## src/hdl/side_switch_pkg.sv

```systemverilog
// Shared constants and carrier types for the side switch control block.
// Assumes a single 50 MHz system clock and synchronous active-low reset.
package side_switch_pkg;
    localparam int  CLK_PERIOD_NS    = 20;
    localparam int  SYNC_STAGES      = 2;
    localparam int  NUM_OUT          = 2;
    localparam int  OUT_A            = 0;
    localparam int  OUT_B            = 1;
    localparam logic [NUM_OUT-1:0] OUTS_OFF = 2'h0;
    localparam logic [NUM_OUT-1:0] FLAGS_ALL = 2'h3;
    localparam logic [1:0] SYNC_RESET = 2'h0;

    typedef enum logic [1:0] {
        MODE_NORMAL = 2'h0,
        MODE_STOP   = 2'h1,
        MODE_SLEEP  = 2'h3
    } power_mode_t;

    typedef enum logic [1:0] {
        SW_RUN      = 2'h0,
        SW_SHUT     = 2'h1,
        SW_CLEARED  = 2'h3
    } switch_state_t;

    // One control register image: per-output enable and PWM select
    typedef struct packed {
        logic [NUM_OUT-1:0] enable;
        logic [NUM_OUT-1:0] pwm_select;
    } switch_ctrl_t;

    // Analog sense inputs for one pair of switches
    typedef struct packed {
        logic [NUM_OUT-1:0] open_load;
        logic [NUM_OUT-1:0] current_limit;
        logic               over_temp;
    } switch_sense_t;

    // Status register image for one pair
    typedef struct packed {
        logic [NUM_OUT-1:0] open_load;
        logic [NUM_OUT-1:0] current_limit;
    } switch_status_t;
endpackage

```

## src/hdl/switch_pair.sv

```systemverilog
// One pair of protected switches: gating, shutdown latch and status.
// Assumes PWM and sense inputs are already synchronised to CLK_IN.
module switch_pair
    import side_switch_pkg::*;
#(
    parameter bit FORCE_OFF_LOW_POWER = 1'b0
) (
    input  wire logic           clk_in,
    input  wire logic           reset_n_in,
    input  wire switch_ctrl_t   ctrl_in,
    input  wire logic           ctrl_write_in,
    input  wire switch_sense_t  sense_in,
    input  wire logic           overvoltage_in,
    input  wire logic           hv_shutdown_enable_in,
    input  wire logic           low_power_in,
    input  wire logic           pwm_in,
    output logic [NUM_OUT-1:0]  drive_out,
    output switch_status_t      status_out,
    output logic                shutdown_out,
    output logic                ot_event_out
);
    switch_state_t      state_ff;
    switch_state_t      nxt_state;
    logic               ot_prev_ff;
    logic               ot_shut_ff;
    logic               hv_shut_ff;
    logic [NUM_OUT-1:0] drive_ff;
    logic [NUM_OUT-1:0] nxt_drive;
    switch_status_t     status_ff;
    logic               hv_cond;

    assign hv_cond = overvoltage_in && hv_shutdown_enable_in;
    assign ot_event_out = sense_in.over_temp && !ot_prev_ff;

    always_ff @(posedge clk_in) begin
        if (!reset_n_in) begin
            ot_prev_ff <= 1'b0;
        end else begin
            ot_prev_ff <= sense_in.over_temp;
        end
    end

    // Shutdown latches; a write while the fault persists must not re-enable
    always_ff @(posedge clk_in) begin
        if (!reset_n_in) begin
            ot_shut_ff <= 1'b0;
        end else if (sense_in.over_temp) begin
            ot_shut_ff <= 1'b1;
        end else if (ctrl_write_in) begin
            ot_shut_ff <= 1'b0;
        end
    end

    always_ff @(posedge clk_in) begin
        if (!reset_n_in) begin
            hv_shut_ff <= 1'b0;
        end else if (hv_cond) begin
            hv_shut_ff <= 1'b1;
        end else if (ctrl_write_in) begin
            hv_shut_ff <= 1'b0;
        end
    end

    assign shutdown_out = ot_shut_ff || hv_shut_ff;

    always_comb begin
        nxt_state = state_ff;
        case (state_ff)
            SW_RUN:     if (sense_in.over_temp || hv_cond) nxt_state = SW_SHUT;
            SW_SHUT:    if (!sense_in.over_temp && !hv_cond && ctrl_write_in) begin
                nxt_state = SW_CLEARED;
            end
            SW_CLEARED: nxt_state = SW_RUN;
            default:    nxt_state = SW_RUN;
        endcase
    end

    always_ff @(posedge clk_in) begin
        if (!reset_n_in) begin
            state_ff <= SW_RUN;
        end else begin
            state_ff <= nxt_state;
        end
    end

    // Output gating; PWM only acts when enable is also set
    always_comb begin
        for (int i = 0; i < NUM_OUT; i++) begin
            if (!ctrl_in.enable[i]) begin
                nxt_drive[i] = 1'b0;
            end else if (ctrl_in.pwm_select[i]) begin
                nxt_drive[i] = pwm_in;
            end else begin
                nxt_drive[i] = 1'b1;
            end
        end
        if (sense_in.over_temp || hv_cond || shutdown_out) begin
            nxt_drive = OUTS_OFF;
        end
        if (FORCE_OFF_LOW_POWER && low_power_in) begin
            nxt_drive = OUTS_OFF;
        end
    end

    always_ff @(posedge clk_in) begin
        if (!reset_n_in) begin
            drive_ff <= OUTS_OFF;
        end else begin
            drive_ff <= nxt_drive;
        end
    end

    always_ff @(posedge clk_in) begin
        if (!reset_n_in) begin
            status_ff <= '0;
        end else if (ot_shut_ff) begin
            status_ff.open_load     <= FLAGS_ALL;
            status_ff.current_limit <= FLAGS_ALL;
        end else begin
            status_ff.open_load     <= sense_in.open_load;
            status_ff.current_limit <= sense_in.current_limit;
        end
    end

    assign drive_out  = drive_ff;
    assign status_out = status_ff;

    property p_ot_off;
        @(posedge clk_in) disable iff (!reset_n_in)
        sense_in.over_temp |=> (drive_out == OUTS_OFF);
    endproperty
    a_ot_off: assert property (p_ot_off) else $error("Outputs on during over-temperature");

    property p_hv_off;
        @(posedge clk_in) disable iff (!reset_n_in)
        hv_cond |=> (drive_out == OUTS_OFF);
    endproperty
    a_hv_off: assert property (p_hv_off) else $error("Outputs on during high voltage");

    property p_disabled_off;
        @(posedge clk_in) disable iff (!reset_n_in)
        !ctrl_in.enable[OUT_A] |=> !drive_out[OUT_A];
    endproperty
    a_disabled_off: assert property (p_disabled_off) else $error("Disabled output on");

    property p_stay_off;
        @(posedge clk_in) disable iff (!reset_n_in)
        (shutdown_out && !ctrl_write_in) |=> shutdown_out;
    endproperty
    a_stay_off: assert property (p_stay_off) else $error("Shutdown cleared without write");

    property p_shut_state;
        @(posedge clk_in) disable iff (!reset_n_in)
        (state_ff == SW_SHUT) |-> shutdown_out;
    endproperty
    a_shut_state: assert property (p_shut_state) else $error("Shut state without latch");

    property p_thermal_flags;
        @(posedge clk_in) disable iff (!reset_n_in)
        ot_shut_ff |=> (status_out.open_load == FLAGS_ALL && status_out.current_limit == FLAGS_ALL);
    endproperty
    a_thermal_flags: assert property (p_thermal_flags) else $error("Thermal flags not set");

    property p_pwm_follow;
        @(posedge clk_in) disable iff (!reset_n_in)
        (ctrl_in.enable[OUT_B] && ctrl_in.pwm_select[OUT_B] && !shutdown_out
         && !sense_in.over_temp && !hv_cond && !(FORCE_OFF_LOW_POWER && low_power_in))
        |=> (drive_out[OUT_B] == $past(pwm_in));
    endproperty
    a_pwm_follow: assert property (p_pwm_follow) else $error("PWM not followed");

    c_shut_then_clear: cover property (@(posedge clk_in) disable iff (!reset_n_in)
        shutdown_out ##[1:20] !shutdown_out);
    c_pwm_on: cover property (@(posedge clk_in) disable iff (!reset_n_in)
        ctrl_in.pwm_select[OUT_A] && drive_out[OUT_A]);
endmodule

```

## src/hdl/side_switch_control.sv

```systemverilog
// Top level: two high side and two low side switch controllers plus IRQ.
// Assumes PWM, sense and reset pin inputs are asynchronous to CLK_IN.

module side_switch_control
    import side_switch_pkg::*;
(
    input  wire logic          CLK_IN,
    input  wire logic          RESET_N_IN,
    input  wire switch_ctrl_t  HIGH_OUT_CONTROL_REG_IN,
    input  wire logic          HIGH_OUT_CONTROL_WRITE_IN,
    input  wire switch_ctrl_t  LOW_OUT_CONTROL_REG_IN,
    input  wire logic          LOW_OUT_CONTROL_WRITE_IN,
    input  wire logic          OVERVOLTAGE_SHUTDOWN_ENABLE_IN,
    input  wire power_mode_t   POWER_MODE_IN,
    input  wire logic          HIGH_OUT_IRQ_MASK_IN,
    input  wire logic          LOW_OUT_IRQ_MASK_IN,
    input  wire logic          IRQ_ACK_READ_IN,
    input  wire logic          DIRECT_PWM_INPUT_IN,
    input  wire switch_sense_t HIGH_SENSE_IN,
    input  wire switch_sense_t LOW_SENSE_IN,
    input  wire logic          OVERVOLTAGE_IN,
    input  wire logic          RESET_PIN_N_IN,
    output logic [1:0]         HIGH_OUT_DRIVE_OUT,
    output logic [1:0]         LOW_OUT_DRIVE_OUT,
    output switch_status_t     HIGH_OUT_STATUS_REG_OUT,
    output switch_status_t     LOW_OUT_STATUS_REG_OUT,
    output logic [1:0]         INTERRUPT_SOURCE_REG_OUT,
    output logic               IRQ_N_OUT
);
    localparam int SENSE_W = 2 * $bits(switch_sense_t) + 3;

    logic [SENSE_W-1:0] meta_ff;
    logic [SENSE_W-1:0] sync_ff;
    switch_sense_t      hs_sense;
    switch_sense_t      ls_sense;
    logic               pwm_sync;
    logic               ov_sync;
    logic               rst_pin_n_sync;
    logic               low_power;
    logic               hs_ot_event;
    logic               ls_ot_event;
    logic [1:0]         source_ff;
    logic               irq_ff;
    logic               nxt_irq;

    // Two-flop synchroniser on every asynchronous pin input
    always_ff @(posedge CLK_IN) begin
        if (!RESET_N_IN) begin
            meta_ff <= '0;
            sync_ff <= '0;
        end else begin
            meta_ff <= {DIRECT_PWM_INPUT_IN, OVERVOLTAGE_IN, RESET_PIN_N_IN,
                        HIGH_SENSE_IN, LOW_SENSE_IN};
            sync_ff <= meta_ff;
        end
    end

    assign {pwm_sync, ov_sync, rst_pin_n_sync, hs_sense, ls_sense} = sync_ff;
    assign low_power = (POWER_MODE_IN == MODE_STOP) || (POWER_MODE_IN == MODE_SLEEP);

    switch_pair #(
        .FORCE_OFF_LOW_POWER (1'b0)
    ) u_high (
        .clk_in                (CLK_IN),
        .reset_n_in            (RESET_N_IN),
        .ctrl_in               (HIGH_OUT_CONTROL_REG_IN),
        .ctrl_write_in         (HIGH_OUT_CONTROL_WRITE_IN),
        .sense_in              (hs_sense),
        .overvoltage_in        (ov_sync),
        .hv_shutdown_enable_in (OVERVOLTAGE_SHUTDOWN_ENABLE_IN),
        .low_power_in          (low_power),
        .pwm_in                (pwm_sync),
        .drive_out             (HIGH_OUT_DRIVE_OUT),
        .status_out            (HIGH_OUT_STATUS_REG_OUT),
        .shutdown_out          (),
        .ot_event_out          (hs_ot_event)
    );

    switch_pair #(
        .FORCE_OFF_LOW_POWER (1'b1)
    ) u_low (
        .clk_in                (CLK_IN),
        .reset_n_in            (RESET_N_IN),
        .ctrl_in               (LOW_OUT_CONTROL_REG_IN),
        .ctrl_write_in         (LOW_OUT_CONTROL_WRITE_IN),
        .sense_in              (ls_sense),
        .overvoltage_in        (ov_sync),
        .hv_shutdown_enable_in (OVERVOLTAGE_SHUTDOWN_ENABLE_IN),
        .low_power_in          (low_power),
        .pwm_in                (pwm_sync),
        .drive_out             (LOW_OUT_DRIVE_OUT),
        .status_out            (LOW_OUT_STATUS_REG_OUT),
        .shutdown_out          (),
        .ot_event_out          (ls_ot_event)
    );

    // Source bits: a new event in the acknowledge cycle wins over the clear
    always_ff @(posedge CLK_IN) begin
        if (!RESET_N_IN) begin
            source_ff <= SYNC_RESET;
        end else begin
            source_ff[OUT_A] <= hs_ot_event || (source_ff[OUT_A] && !IRQ_ACK_READ_IN);
            source_ff[OUT_B] <= ls_ot_event || (source_ff[OUT_B] && !IRQ_ACK_READ_IN);
        end
    end

    always_comb begin
        nxt_irq = irq_ff && !IRQ_ACK_READ_IN;
        if ((hs_ot_event && HIGH_OUT_IRQ_MASK_IN) || (ls_ot_event && LOW_OUT_IRQ_MASK_IN)) begin
            nxt_irq = 1'b1;
        end
        if (!rst_pin_n_sync) begin
            nxt_irq = 1'b0;
        end
    end

    always_ff @(posedge CLK_IN) begin
        if (!RESET_N_IN) begin
            irq_ff <= 1'b0;
        end else begin
            irq_ff <= nxt_irq;
        end
    end

    assign INTERRUPT_SOURCE_REG_OUT = source_ff;
    assign IRQ_N_OUT = !irq_ff;

    property p_irq_masked_hs;
        @(posedge CLK_IN) disable iff (!RESET_N_IN)
        (hs_ot_event && !HIGH_OUT_IRQ_MASK_IN && !ls_ot_event && !irq_ff) |=> IRQ_N_OUT;
    endproperty
    a_irq_masked_hs: assert property (p_irq_masked_hs) else $error("Masked high IRQ raised");

    property p_irq_ls;
        @(posedge CLK_IN) disable iff (!RESET_N_IN)
        (ls_ot_event && LOW_OUT_IRQ_MASK_IN && rst_pin_n_sync) |=> !IRQ_N_OUT;
    endproperty
    a_irq_ls: assert property (p_irq_ls) else $error("Low IRQ not raised");

    property p_irq_hold;
        @(posedge CLK_IN) disable iff (!RESET_N_IN)
        (!IRQ_N_OUT && !IRQ_ACK_READ_IN && rst_pin_n_sync) |=> !IRQ_N_OUT;
    endproperty
    a_irq_hold: assert property (p_irq_hold) else $error("IRQ dropped before ack");

    property p_no_irq_in_reset;
        @(posedge CLK_IN) disable iff (!RESET_N_IN)
        !rst_pin_n_sync |=> IRQ_N_OUT;
    endproperty
    a_no_irq_in_reset: assert property (p_no_irq_in_reset) else $error("IRQ during reset pin");

    property p_low_power_off;
        @(posedge CLK_IN) disable iff (!RESET_N_IN)
        low_power |=> (LOW_OUT_DRIVE_OUT == OUTS_OFF);
    endproperty
    a_low_power_off: assert property (p_low_power_off) else $error("Low output in low power");

    property p_source_hs;
        @(posedge CLK_IN) disable iff (!RESET_N_IN)
        hs_ot_event |=> INTERRUPT_SOURCE_REG_OUT[OUT_A];
    endproperty
    a_source_hs: assert property (p_source_hs) else $error("High source not set");

    c_irq_ack: cover property (@(posedge CLK_IN) disable iff (!RESET_N_IN)
        !IRQ_N_OUT ##[1:10] IRQ_N_OUT);
    c_low_ot: cover property (@(posedge CLK_IN) disable iff (!RESET_N_IN) ls_ot_event);
endmodule

```

## config.mk

```make
export PLATFORM = sky130hd
export DESIGN_NAME = side_switch_control
export DESIGN_NICKNAME = d
export VERILOG_FILES = /design/src/hdl/side_switch_pkg.sv /design/src/hdl/switch_pair.sv /design/src/hdl/side_switch_control.sv
export SDC_FILE = /design/constraint.sdc
export NUM_CORES = 1
export LEC_CHECK = 0
export BUFFER_PORTS_ARGS = -buffer_cell sky130_fd_sc_hd__buf_2
export CORE_MARGIN = 2
export CORE_UTILIZATION = 40
export CTS_CLUSTER_DIAMETER = 200
export DETAILED_ROUTE_END_ITERATION = 10
export GPL_ROUTABILITY_DRIVEN = 0
export PLACE_DENSITY = 0.62
export SETUP_SLACK_MARGIN = 0.2
export SKIP_LAST_GASP = 1
export SLEW_MARGIN = 20
export SYNTH_ARGS = -nofsm -noshare
export SYNTH_HDL_FRONTEND = slang
export SYNTH_SLANG_ARGS = --single-unit
```

## constraint.sdc

```tcl
create_clock -name CLK_IN -period 2.2 [get_ports CLK_IN]
set_input_delay 0.33 -clock CLK_IN [delete_from_list [all_inputs] [get_ports CLK_IN]]
set_output_delay 0.33 -clock CLK_IN [all_outputs]
set_load 0.05 [all_outputs]
```

Yosys cells after proc, flatten, opt, wreduce, memory -nomap -nowiden
Cells that the tools add are included.
{"block": "word_totals", "ff_bits": 47, "input_bits": 31, "wordCells": 69}
{"block": "classes", "eq_ne": 2, "n_mux": 13, "bitwise_logic": 5, "n_reduce_logical": 31}
{"cell": "$mux 1", "n": 11}
{"cell": "$logic_or 1x1->1", "n": 10}
{"cell": "$logic_and 1x1->1", "n": 8}
{"cell": "$mux 4", "n": 2}
{"cell": "$reduce_bool 2->1", "n": 4}
{"cell": "$reduce_or 4->1", "n": 2}
{"cell": "$reduce_or 3->1", "n": 2}
{"cell": "$not 1->1", "n": 5}
{"cell": "$logic_not 1->1", "n": 4}
{"cell": "$eq 2x1->1 const B", "n": 1}
{"cell": "$eq 2x2->1 const B", "n": 1}
{"cell": "$reduce_and 2->1", "n": 1}

Longest topological paths before layout
Gate-level depths: netlist of run 1.
{"block": "logic_depth", "word_depth": 5, "mapped_depth": 3, "ltp_nobuf": 2}

Modules after synthesis
A second synthesis of run 1 with hierarchy kept.
{"block": "unflattened", "cells_unflattened": 121, "area_unflattened_um2": 1453.9}
{"mod": "side_switch_control", "instances": 1, "cells_each": 68, "area_per_inst_um2": 835.8, "seq_area_each_um2": 580.6}
{"mod": "switch_pair (u_high)", "instances": 1, "cells_each": 26, "area_per_inst_um2": 309.0, "seq_area_each_um2": 180.2}
{"mod": "switch_pair (u_low)", "instances": 1, "cells_each": 27, "area_per_inst_um2": 309.0, "seq_area_each_um2": 180.2}

Worst setup path after synthesis of run 1
No wires, ideal clock.
{"block": "synth_timing", "path_type": "register to register", "start": "register u_low.ot_shut_ff", "end": "register u_low.drive_ff[0] (netlist: u_low.drive_out[0])", "setup_ns": 0.087, "t_arrival_ns": 1.036, "required_time_ns": 2.113, "setup_slack_ns": 1.077, "stages_incl_launch_ff": 3, "path_buffers": 0, "period_less_slack_ns": 1.123, "cell_sequence": "dfxtp_1 > or4_4 > nor4b_2"}
{"block": "synth_via", "elab_chain_cells": 3}
{"element": "start: declaration", "line_no": "switch_pair.sv:25", "source": "logic ot_shut_ff;"}
{"element": "start signal: assignment", "line_no": "switch_pair.sv:46", "source": "ot_shut_ff <= 1'b0;"}
{"element": "start signal: assignment", "line_no": "switch_pair.sv:48", "source": "ot_shut_ff <= 1'b1;"}
{"element": "start signal: assignment", "line_no": "switch_pair.sv:50", "source": "ot_shut_ff <= 1'b0;"}
{"element": "$logic_or 1x1->1", "line_no": "switch_pair.sv:64", "source": "assign shutdown_out = ot_shut_ff || hv_shut_ff;"}
{"element": "$logic_or 1x1->1", "line_no": "switch_pair.sv:97", "source": "if (sense_in.over_temp || hv_cond || shutdown_out) begin"}
{"element": "$reduce_or 4->1 (no line)"}
{"element": "end signal: assignment", "line_no": "switch_pair.sv:109", "source": "drive_ff <= nxt_drive;"}
{"element": "end: declaration", "line_no": "switch_pair.sv:27", "source": "logic [NUM_OUT-1:0] drive_ff;"}
No other way between the ends.
A chain may end at the register's enable or synchronous reset.

Final worst setup path of run 1
{"block": "layout_timing", "start": "register irq_ff", "end": "output IRQ_N_OUT"}
{"block": "layout_via", "elab_chain_cells": 1}
{"element": "start: declaration", "line_no": "side_switch_control.sv:43", "source": "logic irq_ff;"}
{"element": "start signal: assignment", "line_no": "side_switch_control.sv:121", "source": "irq_ff <= nxt_irq;"}
{"element": "$logic_not 1->1", "line_no": "side_switch_control.sv:126", "source": "assign IRQ_N_OUT = !irq_ff;"}
{"element": "end: declaration", "line_no": "side_switch_control.sv:28", "source": "output logic IRQ_N_OUT"}
No other way between the ends.

==> results of run 1 <==
## through the flow
stage            util  cells
2_1_floorplan       -    119
3_3_place_gp   0.5002    206
3_5_place_dp   0.5002    206
4_1_cts        0.5168    213
5_1_grt        0.5168    213
6_report       0.5168    213
## layout make-up
| type | count | area (um^2) | share of cell area |
|---|---|---|---|
| sequential | 47 | 940.9 | 0.5371 |
| multi-input combinational | 67 | 465.4 | 0.2657 |
| timing repair buffer | 45 | 227.7 | 0.1300 |
| tap | 46 | 57.56 | 0.03286 |
| clock buffer | 6 | 51.30 | 0.02929 |
| clock inverter | 1 | 5.005 | 0.002857 |
| inverter | 1 | 3.754 | 0.002143 |
## per-layer routing
layer,up-vias,part of all wire,GRT usage
li1,480,-,-
met1,396,0.45,0.1388
met2,26,0.49,0.2184
met3,2,0.057,0.03929
met4,0,0.0079,0.06522
met5,-,0,0
## final timing paths
kind,start,to,cells past startpoint
max,irq_ff$_SDFF_PN0_,IRQ_N_OUT,2
min reg2reg,sync_ff[10]$_SDFF_PN0_,irq_ff$_SDFF_PN0_,2
max reg2reg,u_low.ot_shut_ff$_SDFFE_PN0P_,u_low.drive_out[0]$_SDFF_PP0_,2
min,DIRECT_PWM_INPUT_IN,meta_ff[12]$_SDFF_PN0_,2
## worst max-delay path, cell delays in order, from the launching register on
cell and delay [ps]:
dfxtp_1 330, inv_1 40, buf_2 250
## state kept, by name (all words and copies together) (netlist names)
signal,cells
u_high.hv_shut_ff,1
u_low.hv_shut_ff,1
u_low.drive_out,2
u_high.ot_prev_ff,1
u_high.ot_shut_ff,1
u_high.drive_out,2
irq_ff,1
u_high.status_out,4
u_low.status_out,4
meta_ff,13
INTERRUPT_SOURCE_REG_OUT,2
u_low.ot_prev_ff,1
u_low.ot_shut_ff,1
sync_ff,13
## power by group through the flow
| stage | Combinational, W | Sequential [W] | Clock, W |
|---|---|---|---|
| floorplan | 0.0000469 | 0.000954 | 0 |
| global placement | 0.000126 | 0.000918 | 0 |
| detailed placement | 0.000128 | 0.000919 | 0 |
| CTS | 0.000129 | 0.000900 | 0.000401 |
| global route | 0.000139 | 0.000904 | 0.000441 |
| finish | 0.000127 | 0.000900 | 0.000384 |
## Yosys cell counts (all sizes together)
library cell	count	area share
a21bo	1	0.0070
nand3b	2	0.011
or4	1	0.0079
o21a	10	0.053
a31oi	1	0.0044
nor4b	4	0.033
and2	28	0.12
clkbuf	4	0.011
inv	1	0.0026
nand2b	7	0.031
or3	1	0.0044
dfxtp	47	0.66
a21boi	4	0.021
nand2	2	0.0053
nor2b	6	0.026
## cell families after synthesis
family          after synthesis  share of synthesized area
buf+inv                       5                    0.01316
compound gates               16                    0.08516
simple gates                 51                     0.2414
flops                        47                     0.6602
==> impl_results.md, run 1 <==
- Vias: 904
- Comb pwr share: 0.090
- Synth Instances: 119
- Initial Util: 0.4205
- Clk Latency, worst-skew pair: 330 ps
- Initial antenna violation count: 0
- Layout cell share with drive strength beyond 1: 0.3353
- Synthesized area per cell: 11.98 um^2
- Sw power: 0.0003195 W
- CP required: 1870 ps
- N_diodes: 0
- Fillers: 322
- Synth Cell Area: 1425 um^2
- Synthesized Nets: 150
- Die span in x: 63.69 um
- Total power draw: 0.001411 W
- Seq pwr share: 0.638
- Design area: 1752 um^2
- Clk root buf: clkbuf_4
- Reg clk slew, reported paths: 120 ps
- Fmax achieved: 0.7761 GHz
- Startpoint types: flip-flop
- Setup_tns: 0 ps
- DRC violations left: 0
- P_int: 0.001091 W
- Final Hold Fails: 0
- Yosys Warn Count: 0
- Distinct cells, synth: 17
- Area delta synth->final: 22.91%
- CTS max path bufs: 2
- Num Clock Sinks: 47
- VDD IR-drop max: 0.0005305 V
- Clock Skew: 9.974 ps
- Pre-Repair DR Iteration Count: 4
- Vert. Die Dim: 63.69 um
- # hold bufs at CTS: 0
- Antenna-violating nets left: 0
- Commonest non-fill, non-tap cell in the layout: dfxtp_1
- TritonCTS clock tree: built
- Largest net degree at the start of global routing: 26
- TritonCTS Buffers: 5
- Register-to-register setup slack: 1000 ps
- Switching portion of total power: 0.2265
- H-tree depth: 2
- Core area: 3390 um^2
- Status: completed
- Tightest Pin Transition: 269.9 ps
- Maxcap violations: 0
- Crit path max fanout: 2
- # setup viols final: 0
- P per Cell Area: 805.3 nW/um^2
- Leak: 0.7759 nW
- Max Slew Vio Count: 0
- PortBufs: 44
- Most frequent cells in the layout: dfxtp_1 (47), buf_2 (44), and2_1 (28), o21a_1 (10), nand2b_1 (7)
- Worst Path Class, Setup: reg -> out
- Tcrit/Tclk final: 0.5857
- Total grt overflow: 0
- Fin crit period: 1288 ps
- All-Layer GR Usage: 0.1266
- # IOs: 46
- Setup bufs post-CTS: 0
- Nets: 198
- Post-detail-place hpwl: 1.683 mm
- Crit end category: output port
- Average wire per standard cell: 10.72 um
- Vias in the first global route: 926
- PostCTS Resize Cnt: 0
- Vias/cell: 4.244
- Iter 0 DRT Violations: 22
- #FFs+latches synth: 47
- Final WS setup: 911.5 ps
- DIE AREA: 4056 um^2
- Clock Power Share: 0.272
- Critical Path AT: 960 ps
- Cell Rows: 21
- Final WL: 2.283 mm
- Max transition margin: 0.8175
- Worst hold-check path type: in -> reg
- Placed cell area: 1695 um^2
- First-pass GRT wire length: 3.905 mm
- Place WS: 891.1 ps
- RSZ-0062 raised after global routing: false
- Hold WS: 190.6 ps
- Seq/Total Area, Yosys: 0.6602
(Power assumes the default switching activity.)
==> run 2, diff against run 1 <==
Clock period 2.2 ns to 1.35 ns, I/O delays scaled along.
==> run 2 against run 1 <==
- critical path depth unchanged
- non-clock buffer count grew 2
- total power grew 70%
- cell area increased by 5.5%
- critical path type is now reg -> reg
- hold slack worse by 140 ps
==> impl_results.md, run 2 (synthesis results as in run 1) <==
- Pre-Repair DR Iteration Count: 4 (unchanged)
- Fin crit period: 1180 ps
- Largest net degree at the start of global routing: 29 (was 26)
- H-tree depth: 2 (unchanged)
- TritonCTS Buffers: 5 (unchanged)
- Fmax achieved: 0.8471 GHz
- Tcrit/Tclk final: 0.8744
- Setup_tns: 0 ps (unchanged)
- Maxcap violations: 0 (unchanged)
- Placed cell area: 1703 um^2 (was 1695 um^2)
- Num Clock Sinks: 47 (unchanged)
- Worst Path Class, Setup: reg -> reg (was reg -> out)
- Core area: 3390 um^2 (unchanged)
- Most frequent cells in the layout: dfxtp_1 (44), buf_2 (29), and2_1 (28), clkbuf_4 (13), o21a_1 (10) (was dfxtp_1 (47), buf_2 (44), and2_1 (28), o21a_1 (10), nand2b_1 (7))
- All-Layer GR Usage: 0.1259 (was 0.1266)
- # hold bufs at CTS: 0 (unchanged)
- Antenna-violating nets left: 0 (unchanged)
- RSZ-0062 raised after global routing: true (was false)
- Layout cell share with drive strength beyond 1: 0.3706 (was 0.3353)
- Fillers: 304 (was 322)
- Die span in x: 63.69 um (unchanged)
- Max transition margin: 0.8525 (was 0.8175)
- Clock Skew: 13.26 ps (was 9.974 ps)
- Place WS: 155.9 ps (was 891.1 ps)
- DIE AREA: 4056 um^2 (unchanged)
- Max Slew Vio Count: 0 (unchanged)
- Initial Util: 0.4205 (unchanged)
- Average wire per standard cell: 10.61 um (was 10.72 um)
- Vias in the first global route: 931 (was 926)
- Clk root buf: clkbuf_4 (unchanged)
- # setup viols final: 0 (unchanged)
- Total grt overflow: 0 (unchanged)
- Startpoint types: flip-flop (unchanged)
- Final WL: 2.292 mm (was 2.283 mm)
- Tightest Pin Transition: 220.7 ps (was 269.9 ps)
- Area of the multi-input gates: 486.7 um^2 (was 465.4 um^2)
- Final Non-Filler Cells: 216 (was 213)
- Post-detail-place hpwl: 1.709 mm (was 1.683 mm)
- Cell Rows: 21 (unchanged)
- Area delta synth->final: 29.67% (was 22.91%)
- P per Cell Area: 1301 nW/um^2 (was 805.3 nW/um^2)
- Crit end category: flip-flop (was output port)
- Reg clk slew, reported paths: 130 ps (was 120 ps)
- PortBufs: 44 (unchanged)
- Critical Path AT: 1460 ps (was 960 ps)
- Status: completed (unchanged)
- Initial antenna violation count: 0 (unchanged)
- N_diodes: 0 (unchanged)
- Vias: 924 (was 904)
- CTS max path bufs: 2 (unchanged)
- Top Registers: meta_ff x13, sync_ff x13 (unchanged)
- Clk Latency, worst-skew pair: 360 ps (was 330 ps)
- Leak: 0.8013 nW (was 0.7759 nW)
- CP required: 1630 ps (was 1870 ps)
- # IOs: 46 (unchanged)
- VDD IR-drop max: 0.0008614 V (was 0.0005305 V)
- Worst hold-check path type: in -> reg (unchanged)
- Final WS setup: 169.5 ps (was 911.5 ps)
- Vias/cell: 4.278 (was 4.244)
- First-pass GRT wire length: 3.822 mm (was 3.905 mm)
- Crit path max fanout: 2 (unchanged)
- Commonest non-fill, non-tap cell in the layout: dfxtp_1 (unchanged)
- Final Hold Fails: 0 (unchanged)
- DRC violations left: 0 (unchanged)
- Placed Instances: 207 (was 206)
- Nets: 200 (was 198)
- Iter 0 DRT Violations: 12 (was 22)
- TritonCTS clock tree: built (unchanged)
- Vert. Die Dim: 63.69 um (unchanged)
- Register area: 947.2 um^2 (was 940.9 um^2)
- Total power draw: 0.002404 W (was 0.001411 W)
- Design area: 1848 um^2 (was 1752 um^2)
[run 2: cell count changes in the layout (fill, tap and decap cells not counted), moves of 2 or more]
cell / delta
buf_2: -15
dfxtp_1: -3
buf_4: +8
dfxtp_2: +2
nor4b_1: -2
clkbuf_4: +8
[run 2: layout make-up]
class / instances / area share
flip-flops and latches: 47 / 0.5125
multi-input cells: 67 / 0.2634
repair buffers: 47 / 0.1537
clock buffers: 8 / 0.03724
well taps: 46 / 0.03114
inverters: 1 / 0.002031
[run 2: final timing paths]
path,startpoint,slack [ps],depth (start not counted),endpoint
worst min register to register,sync_ff[10]$_SDFF_PN0_,430,2,irq_ff$_SDFF_PN0_
worst max register to register,u_low.ot_shut_ff$_SDFFE_PN0P_,170,2,u_low.drive_out[1]$_SDFF_PP0_
worst min-delay path,DIRECT_PWM_INPUT_IN,50,2,meta_ff[12]$_SDFF_PN0_
worst max-delay path,u_low.ot_shut_ff$_SDFFE_PN0P_,170,2,u_low.drive_out[1]$_SDFF_PP0_
[run 2: layer usage]
| metal | global-route usage | part of all wire |
|---|---|---|
| met5 | 0 | 0 |
| met4 | 0.08152 | 0.025 |
| met3 | 0.03929 | 0.054 |
| met2 | 0.2092 | 0.46 |
| met1 | 0.1379 | 0.46 |
[run 2: critical path: stages, from the launching register on]
cell and delay (ps):
dfxtp_4 360, or4_4 530, nor4b_4 210
[run 2: timing repair]
| item | CTS | global route |
|---|---|---|
| setup endpoints to repair | 8 | 15 |
| setup buffers | 1 | 0 |
| gates resized for setup | 7 | 18 |
[run 2: through the flow]
stage	util	hold slack (ps)
2_1_floorplan	-	329.8
5_1_grt	0.5452	40.64
3_3_place_gp	0.5024	409.9
3_5_place_dp	0.5024	411.8
4_1_cts	0.5297	37.17
6_report	0.5452	48.78
[run 2: where the power goes]
group          switching [W]  internal [W]
Combinational       0.000124      0.000106
Sequential         0.0000194       0.00144
Clock               0.000403      0.000307
Total               0.000546       0.00186
